--- src/core/ghup_map.svh ---
// Purpose: constants for the host serial port and timing pulse block
// Assumes: 125 MHz clock, 8 ns period
// Notes: rate divisors are rounded to the nearest whole cycle
// Contract
// RULE1: port runs at 9600 to 2000000 bps; both ends at one rate.
// RULE2: after reset the rate is 115200, eight data bits, no parity, one stop.
// RULE3: no handshake lines, no clocked mode; pacing by bit rate only.
// RULE4: navigation text goes out on transmit; commands come in on receive.
// RULE5: default sentence set is emitted with no prior command.
// RULE6: device output feeds host receive; host transmit feeds device input.
// RULE7: with 3D fix on four or more satellites, one pulse per second.
// RULE8: with no fix the timing pulse stays low.
// RULE9: backup supply keeps memory and clock; retained state speeds next fix.
// RULE10: reset input may be driven by host or left open.
// RULE11: start bit low, data LSB first, stop bit high, idle high.
// RULE12: reset input is active low.
`ifndef GHUP_MAP_SVH
`define GHUP_MAP_SVH
`define GHUP_CLK_HZ 125000000
`define GHUP_DIV_9600 16'h32DD
`define GHUP_DIV_38400 16'h0CB7
`define GHUP_DIV_115200 16'h043D
`define GHUP_DIV_230400 16'h021F
`define GHUP_DIV_460800 16'h010F
`define GHUP_DIV_1000000 16'h007D
`define GHUP_DIV_2000000 16'h003F
`define GHUP_RATE_RESET 3'h2
`define GHUP_DATA_BITS 8
`define GHUP_PPS_PERIOD_S 1
`define GHUP_PPS_CYCLES (`GHUP_CLK_HZ * `GHUP_PPS_PERIOD_S)
`define GHUP_PPS_HIGH_MS 100
`define GHUP_PPS_HIGH_CYCLES (`GHUP_CLK_HZ / 1000 * `GHUP_PPS_HIGH_MS)
`define GHUP_MIN_SATS 4'h4
`endif

--- src/core/ghup_pkg.sv ---
// Purpose: types for the host serial port block
// Assumes: constants come from ghup_map.svh
// Notes: none
`include "ghup_map.svh"
package ghup_pkg;
   typedef enum logic [1:0] {ghup_idle, ghup_start, ghup_data, ghup_stop} ghup_state_e;
   typedef logic [15:0] ghup_div_t;
   function automatic ghup_div_t ghup_rate_div(input logic [2:0] sel);
      case (sel)
         3'h0: ghup_rate_div = `GHUP_DIV_9600;
         3'h1: ghup_rate_div = `GHUP_DIV_38400;
         3'h2: ghup_rate_div = `GHUP_DIV_115200;
         3'h3: ghup_rate_div = `GHUP_DIV_230400;
         3'h4: ghup_rate_div = `GHUP_DIV_460800;
         3'h5: ghup_rate_div = `GHUP_DIV_1000000;
         3'h6: ghup_rate_div = `GHUP_DIV_2000000;
         default: ghup_rate_div = `GHUP_DIV_115200;
      endcase
   endfunction : ghup_rate_div
endpackage : ghup_pkg

--- src/core/ghup_port.sv ---
// Purpose: host serial port and timing pulse of a navigation receiver
// Assumes: one clock; reset pin synchronised here; sentence text supplied by engine
// Notes: no handshake lines; rate change takes effect at next bit period, also inside a character
`timescale 1ns/100ps
`include "ghup_map.svh"
module ghup_port import ghup_pkg::*; #(
   parameter int PPS_CYCLES = `GHUP_PPS_CYCLES,
   parameter int PPS_HIGH_CYCLES = `GHUP_PPS_HIGH_CYCLES
) (
   input wire logic clk_i,
   input wire logic nrst_i,
   input wire logic reset_in_low_i,
   input wire logic host_transmit_line_i,
   output logic host_receive_line_o,
   input wire logic [2:0] rate_sel_i,
   input wire logic rate_load_i,
   input wire logic [7:0] tx_data_i,
   input wire logic tx_valid_i,
   output logic tx_ready_o,
   output logic [7:0] cmd_data_o,
   output logic cmd_valid_o,
   output logic cmd_frame_err_o,
   input wire logic fix_3d_i,
   input wire logic [3:0] sat_count_i,
   input wire logic utc_second_i,
   output logic pps_o,
   output logic engine_reset_n_o
);
   logic rst_s1_reg, rst_s2_reg, rx_s1_reg, rx_s2_reg;
   logic run_n;
   logic [2:0] rate_reg, rate_next;
   ghup_div_t div;
   ghup_state_e tst_reg, tst_next;
   ghup_div_t tcnt_reg, tcnt_next;
   logic [2:0] tbit_reg, tbit_next;
   logic [7:0] tsh_reg, tsh_next;
   logic line_reg, line_next;
   logic rdy_reg, rdy_next;
   logic [7:0] rx_data;
   logic rx_valid, rx_err;
   logic [7:0] cmd_reg, cmd_next;
   logic cmdv_reg, cmdv_next, cmde_reg, cmde_next;
   logic [31:0] pcnt_reg, pcnt_next;
   logic pps_reg, pps_next;
   logic fix_ok;

   // RULE10: open reset pin reads high via pad pull-up, runs normally
   // RULE12: low on reset pin holds the block
   always_ff @(posedge clk_i) begin
      if (!nrst_i) begin
         rst_s1_reg <= 1'b0;
         rst_s2_reg <= 1'b0;
         rx_s1_reg <= 1'b1;
         rx_s2_reg <= 1'b1;
      end else begin
         rst_s1_reg <= reset_in_low_i;
         rst_s2_reg <= rst_s1_reg;
         rx_s1_reg <= host_transmit_line_i;
         rx_s2_reg <= rx_s1_reg;
      end
   end
   assign run_n = nrst_i & rst_s2_reg;

   // RULE1: rate select from supported set
   // RULE2: reset rate 115200 8n1
   always_comb begin
      rate_next = rate_reg;
      if (rate_load_i && rate_sel_i != 3'h7) begin
         rate_next = rate_sel_i;
      end
   end
   assign div = ghup_rate_div(rate_reg);

   // RULE4: sentence bytes out on transmit line
   // RULE3: bit rate pacing only, no handshake
   always_comb begin
      tst_next = tst_reg;
      tcnt_next = tcnt_reg;
      tbit_next = tbit_reg;
      tsh_next = tsh_reg;
      line_next = line_reg;
      rdy_next = 1'b0;
      case (tst_reg)
         ghup_idle: begin
            line_next = 1'b1;
            rdy_next = 1'b1;
            if (tx_valid_i && rdy_reg) begin
               // RULE11: start bit low
               tst_next = ghup_start;
               tsh_next = tx_data_i;
               tcnt_next = div - 16'h0001;
               line_next = 1'b0;
               rdy_next = 1'b0;
            end
         end
         ghup_start: begin
            if (tcnt_reg != '0) begin
               tcnt_next = tcnt_reg - 16'h0001;
            end else begin
               tst_next = ghup_data;
               tcnt_next = div - 16'h0001;
               tbit_next = 3'h0;
               line_next = tsh_reg[0];
               tsh_next = {1'b1, tsh_reg[7:1]};
            end
         end
         ghup_data: begin
            if (tcnt_reg != '0) begin
               tcnt_next = tcnt_reg - 16'h0001;
            end else begin
               tcnt_next = div - 16'h0001;
               tbit_next = tbit_reg + 3'h1;
               if (tbit_reg == 3'h7) begin
                  // RULE11: stop bit high
                  tst_next = ghup_stop;
                  line_next = 1'b1;
               end else begin
                  line_next = tsh_reg[0];
                  tsh_next = {1'b1, tsh_reg[7:1]};
               end
            end
         end
         ghup_stop: begin
            if (tcnt_reg != '0) begin
               tcnt_next = tcnt_reg - 16'h0001;
            end else begin
               tst_next = ghup_idle;
               rdy_next = 1'b1;
            end
         end
         default: tst_next = ghup_idle;
      endcase
   end

   // RULE7: pulse gated by 3d fix and satellite count
   assign fix_ok = fix_3d_i && (sat_count_i >= `GHUP_MIN_SATS);
   always_comb begin
      pcnt_next = pcnt_reg;
      pps_next = pps_reg;
      if (!fix_ok) begin
         // RULE8: no fix, hold low
         pcnt_next = '0;
         pps_next = 1'b0;
      end else if (utc_second_i) begin
         // RULE7: rising edge on utc second
         pcnt_next = 32'(PPS_HIGH_CYCLES - 1);
         pps_next = 1'b1;
      end else if (pcnt_reg != '0) begin
         pcnt_next = pcnt_reg - 32'h0000_0001;
      end else begin
         pps_next = 1'b0;
      end
   end

   // a run reset, pin or system, brings the port back to its power-up rate
   always_ff @(posedge clk_i) begin
      if (!run_n) begin
         rate_reg <= `GHUP_RATE_RESET;
      end else begin
         rate_reg <= rate_next;
      end
   end

   always_ff @(posedge clk_i) begin
      if (!run_n) begin
         tst_reg <= ghup_idle;
         tcnt_reg <= '0;
         tbit_reg <= 3'h0;
         tsh_reg <= 8'h00;
         line_reg <= 1'b1;
         rdy_reg <= 1'b0;
      end else begin
         tst_reg <= tst_next;
         tcnt_reg <= tcnt_next;
         tbit_reg <= tbit_next;
         tsh_reg <= tsh_next;
         line_reg <= line_next;
         rdy_reg <= rdy_next;
      end
   end

   always_ff @(posedge clk_i) begin
      if (!run_n) begin
         pcnt_reg <= '0;
         pps_reg <= 1'b0;
      end else begin
         pcnt_reg <= pcnt_next;
         pps_reg <= pps_next;
      end
   end

   // last good byte is kept; a framing error only pulses its flag
   always_comb begin
      cmd_next = rx_valid ? rx_data : cmd_reg;
      cmdv_next = rx_valid;
      cmde_next = rx_err;
   end

   always_ff @(posedge clk_i) begin
      if (!run_n) begin
         cmd_reg <= 8'h00;
         cmdv_reg <= 1'b0;
         cmde_reg <= 1'b0;
      end else begin
         cmd_reg <= cmd_next;
         cmdv_reg <= cmdv_next;
         cmde_reg <= cmde_next;
      end
   end

   // RULE4: command bytes in on receive line
   // RULE6: device input from host transmit
   ghup_rx u_rx (
      .clk_i(clk_i),
      .nrst_i(run_n),
      .line_i(rx_s2_reg),
      .div_i(div),
      .data_o(rx_data),
      .valid_o(rx_valid),
      .frame_err_o(rx_err)
   );

   // RULE6: device output to host receive
   assign host_receive_line_o = line_reg;
   assign tx_ready_o = rdy_reg;
   assign cmd_data_o = cmd_reg;
   assign cmd_valid_o = cmdv_reg;
   assign cmd_frame_err_o = cmde_reg;
   assign pps_o = pps_reg;
   // RULE9: retained state lives in backup domain, engine reset only
   // RULE5: engine emits default sentence set after this release
   assign engine_reset_n_o = rst_s2_reg;
endmodule : ghup_port

--- src/core/ghup_rx.sv ---
// Purpose: serial character receiver
// Assumes: line already synchronised to clk_i
// Notes: samples at mid bit; a low stop bit flags a framing error
`timescale 1ns/100ps
`include "ghup_map.svh"
module ghup_rx import ghup_pkg::*; (
   input wire logic clk_i,
   input wire logic nrst_i,
   input wire logic line_i,
   input wire ghup_div_t div_i,
   output logic [7:0] data_o,
   output logic valid_o,
   output logic frame_err_o
);
   ghup_state_e state_reg, state_next;
   ghup_div_t cnt_reg, cnt_next;
   logic [2:0] bit_reg, bit_next;
   logic [7:0] sh_reg, sh_next;
   logic valid_reg, valid_next;
   logic err_reg, err_next;

   always_comb begin
      state_next = state_reg;
      cnt_next = cnt_reg;
      bit_next = bit_reg;
      sh_next = sh_reg;
      valid_next = 1'b0;
      err_next = 1'b0;
      case (state_reg)
         ghup_idle: begin
            if (!line_i) begin
               state_next = ghup_start;
               cnt_next = div_i >> 1;
            end
         end
         ghup_start: begin
            if (cnt_reg != '0) begin
               cnt_next = cnt_reg - 16'h0001;
            end else if (line_i) begin
               state_next = ghup_idle;
            end else begin
               state_next = ghup_data;
               cnt_next = div_i - 16'h0001;
               bit_next = 3'h0;
            end
         end
         ghup_data: begin
            if (cnt_reg != '0) begin
               cnt_next = cnt_reg - 16'h0001;
            end else begin
               // RULE11: lsb first
               sh_next = {line_i, sh_reg[7:1]};
               cnt_next = div_i - 16'h0001;
               bit_next = bit_reg + 3'h1;
               if (bit_reg == 3'h7) begin
                  state_next = ghup_stop;
               end
            end
         end
         ghup_stop: begin
            if (cnt_reg != '0) begin
               cnt_next = cnt_reg - 16'h0001;
            end else begin
               // RULE11: stop bit check
               state_next = ghup_idle;
               valid_next = line_i;
               err_next = !line_i;
            end
         end
         default: state_next = ghup_idle;
      endcase
   end

   always_ff @(posedge clk_i) begin
      if (!nrst_i) begin
         state_reg <= ghup_idle;
         cnt_reg <= '0;
         bit_reg <= 3'h0;
         sh_reg <= 8'h00;
         valid_reg <= 1'b0;
         err_reg <= 1'b0;
      end else begin
         state_reg <= state_next;
         cnt_reg <= cnt_next;
         bit_reg <= bit_next;
         sh_reg <= sh_next;
         valid_reg <= valid_next;
         err_reg <= err_next;
      end
   end

   assign data_o = sh_reg;
   assign valid_o = valid_reg;
   assign frame_err_o = err_reg;
endmodule : ghup_rx

--- config.mk ---
export PLATFORM = sky130hd
export DESIGN_NAME = ghup_port
export DESIGN_NICKNAME = d
export VERILOG_FILES = /design/src/core/ghup_pkg.sv /design/src/core/ghup_port.sv /design/src/core/ghup_rx.sv
export VERILOG_INCLUDE_DIRS = /design/src /design/src/core
export SDC_FILE = /design/constraint.sdc
export NUM_CORES = 1
export LEC_CHECK = 0
export ABC_AREA = 0
export CORE_ASPECT_RATIO = 1.4
export CORE_UTILIZATION = 40
export CTS_CLUSTER_DIAMETER = 30
export DETAILED_ROUTE_END_ITERATION = 12
export DONT_BUFFER_PORTS = 1
export SYNTH_ARGS = -nofsm -noshare
export SYNTH_HDL_FRONTEND = slang
export SYNTH_SLANG_ARGS = --single-unit
--- constraint.sdc ---
create_clock -name clk_i -period 4.4 [get_ports clk_i]
set_input_delay 0.44 -clock clk_i [delete_from_list [all_inputs] [get_ports clk_i]]
set_output_delay 0.44 -clock clk_i [all_outputs]
set_load 0.02 [all_outputs]
==> flow_metrics.tcl <==
set metrics [dict create \
    vias_per_cell 5.91 \
    min_to "rx_s2_reg" \
    yosys-top-cells-area "dfxtp_1 38%, a21oi_1 5.8%, nor2_1 5.3%" \
    grt_max_degree 53 \
    ys.flop_type "dfxtp_1" \
    fin_crit_ps 2890 \
    crit_required_ps 4620 \
    place.gp.congestion 0.871 \
    crit_top_cell "nor4_1" \
    syn_area_sq_mm 0.00595 \
    ys_warn_count 0 \
    switching_share 0.249 \
    fin_setup_tns_ps 0 \
    synth.avg_cell_area_sq_um 8.04 \
    synth_common_cells "112 x dfxtp_1, 84 x nor2_1, 69 x a21oi_1" \
    fp.dieArea_sq_mm 0.0154 \
    n_antenna_cell 0 \
    finalNetCount 758 \
    drt_wl_total_um 15000 \
    cts_max_path_buffers 2 \
    die_w_um 105 \
    drcViolationCount 0 \
    std_cell_rows 52 \
    hold_viol 0 \
    cp_slowest_cell "or2_2" \
    synth_seq_cells 112 \
    worst_ir_drop_vdd_mv 0.326 \
    nFillCells 1441 \
    cts_buffers 9 \
    synthDominantCellAreaShare 0.377 \
    firstDrtPassIters 6 \
    outcome "finished clean" \
    ys_seq_area_frac 0.377 \
    num_vias 5378 \
    pin_count 37 \
    design_area_sq_mm 0.00639 \
    drtIter0Drc 418 \
    post-dp-hpwl_um 10700 \
    reg2reg_depth 6 \
    leakage_nw 2.32 \
    p_clk_frac 0.418 \
    clkSinkCount 112 \
    whs_path_depth 1 \
    cap_viol_max_count 0 \
    yosysTopAreaCell "dfxtp_1" \
    antenna_found_initial 0 \
    track_usage 0.199 \
    skew_ps 7.96 \
    syn_inst 740 \
    port_buffers 0 \
    syn_nets 782 \
    drive_above_1_share 0.0555 \
    dp_cells 894 \
    ant_nets 0 \
    cts_tree "done" \
    yosysMostFrequentCell "dfxtp_1" \
    drv_slew 0 \
    min_from "nrst_i" \
    dieHeight_um 146 \
    power_density_mw_per_mm2 321 \
    htree_num_levels 3 \
    cpPeakStageDelay_ps 600 \
    grt_pass1_vias 5221 \
    ys_async_sr_fraction 0 \
    seqCellArea_sq_mm 0.00224 \
    slew_headroom 0.354 \
    fin_cells 910 \
    min_path_type "input pin to flip-flop" \
    gr-total-overflow 0 \
    p_int_w 0.00154 \
    setup-violations-final 0 \
    post_cts_buffers 0 \
    rsz0062_at_grt "false" \
    cp_cell_sequence "nor4_1, nand4_1, or2_2, a21o_1, a221oi_1, nor4_1" \
    path_max_fanout 13 \
    worstMarginPinSlew_ps 954 \
    grt_pass1_wl_um 24900 \
    path_clk_slew_ps 80 \
    synth-edff-count 0 \
    multi_input_area_sq_mm 0.00347 \
    floorplan.initialDensity 0.410 \
    endpoint_kind "flip-flop" \
    wl_per_cell_um 16.5 \
    synth.distinct_cells 60 \
    worstSetupStartpointType "flip-flop" \
    reg2reg_to "u_rx.cnt_reg[11]" \
    comb_power_share 0.081 \
    cts-root-buf "clkbuf_16" \
    synthToLayoutAreaGrowth_pct 7.27 \
    p_sw_w 0.000509 \
    cts_hold_buffers 0 \
    fmaxAchievable_mhz 346 \
    r2r_slack_ps 1510 \
    core_area_sq_mm 0.0145 \
    r2r-start "u_rx.cnt_reg[6]" \
    cts_resized 0 \
    power_frac_seq 0.501 \
    worstSetupPathType "flip-flop to flip-flop" \
    timing.final.crit_share 0.656 \
    largest_reg_flops 32 \
    cp.arrival_ps 3110 \
    placed_cell_area_sq_mm 0.00607 \
    insertion_delay_ps 360 \
]
## power groups by stage
stage	sequential, W	combinational (W)	clock [W]
finish	0.00103	0.000166	0.000856
global placement	0.00105	0.000160	0
CTS	0.00103	0.000165	0.000885
global route	0.00103	0.000182	0.000925
detailed placement	0.00105	0.000163	0
floorplan	0.00105	0.000135	0
## kinds of logic after synthesis
| logic type | after synthesis | share of synthesized area |
|---|---|---|
| muxes | 17 | 0.0290 |
| DFF | 112 | 0.377 |
| AOI/OAI and AO/OA | 191 | 0.196 |
| and+or+nand+nor | 301 | 0.259 |
| xor gates and xnor gates | 40 | 0.0588 |
| adders and majority gates | 19 | 0.0399 |
| buffers and inverters | 60 | 0.0404 |
## layer usage
layer | share of wire | GRT usage | vias up
li1 | - | - | 2647
met1 | 0.40 | 0.211 | 2510
met2 | 0.52 | 0.370 | 176
met3 | 0.047 | 0.0455 | 45
met4 | 0.032 | 0.0937 | 0
met5 | 0 | 0 | -
## per-stage QoR
| stage | power [W] | utilization | worst slack (ps) | hold slack, ps |
|---|---|---|---|---|
| 2_1_floorplan | 0.00118 | - | 2150 | 386 |
| 5_1_grt | 0.00213 | 0.440 | 1220 | 146 |
| 4_1_cts | 0.00208 | 0.440 | 1560 | 143 |
| 3_5_place_dp | 0.00121 | 0.419 | 1570 | 407 |
| 6_report | 0.00205 | 0.440 | 1510 | 154 |
| 3_3_place_gp | 0.00121 | 0.419 | 1600 | 401 |
## final cells by class
class	instances	area share
multi-input cells	568	0.544
clock buffers	9	0.0353
inverters	18	0.0106
flip-flops and latches	112	0.351
repair buffers	7	0.00823
clock inverters	7	0.0139
well taps	189	0.0370
## critical path, delay by kind of cell (launching register included)
| family | cells | cell delay [ps] |
|---|---|---|
| simple gates | 4 | 1810 |
| compound gates | 2 | 580 |
| flops | 1 | 350 |
## worst max path at each step
stage | start | end | slack [ps] | cells past startpoint
2_1_floorplan | tcnt_reg[0] | tcnt_reg[3] | 2150 | 9
3_3_place_gp | u_rx.cnt_reg[2] | u_rx.cnt_reg[11] | 1600 | 6
3_5_place_dp | u_rx.cnt_reg[2] | u_rx.cnt_reg[11] | 1570 | 6
4_1_cts | u_rx.cnt_reg[2] | u_rx.cnt_reg[11] | 1560 | 6
5_1_grt | u_rx.cnt_reg[2] | u_rx.cnt_reg[11] | 1220 | 6
6_report | u_rx.cnt_reg[6] | u_rx.cnt_reg[11] | 1510 | 6
## cell usage in the layout, fill, tap and decap left out, types with 4 or more instances in the layout
cell	count
dfxtp_1	112
nor2_1	84
a21oi_1	69
o21ai_0	54
nand2_1	49
nor3_1	36
nand3_1	33
xor2_1	23
nor4_1	22
ha_1	19
inv_1	18
xnor2_1	17
mux2i_1	15
or3_1	13
or4_1	10
nand4_1	9
nand2b_1	9
a211oi_1	9
clkbuf_16	9
a31oi_1	8
o31ai_1	7
buf_4	7
and2_1	6
a221oi_1	6
or2_2	5
nor2b_1	5
a21o_1	5
nand4b_1	4
Note: power is estimated with default switching activity, not from simulation.
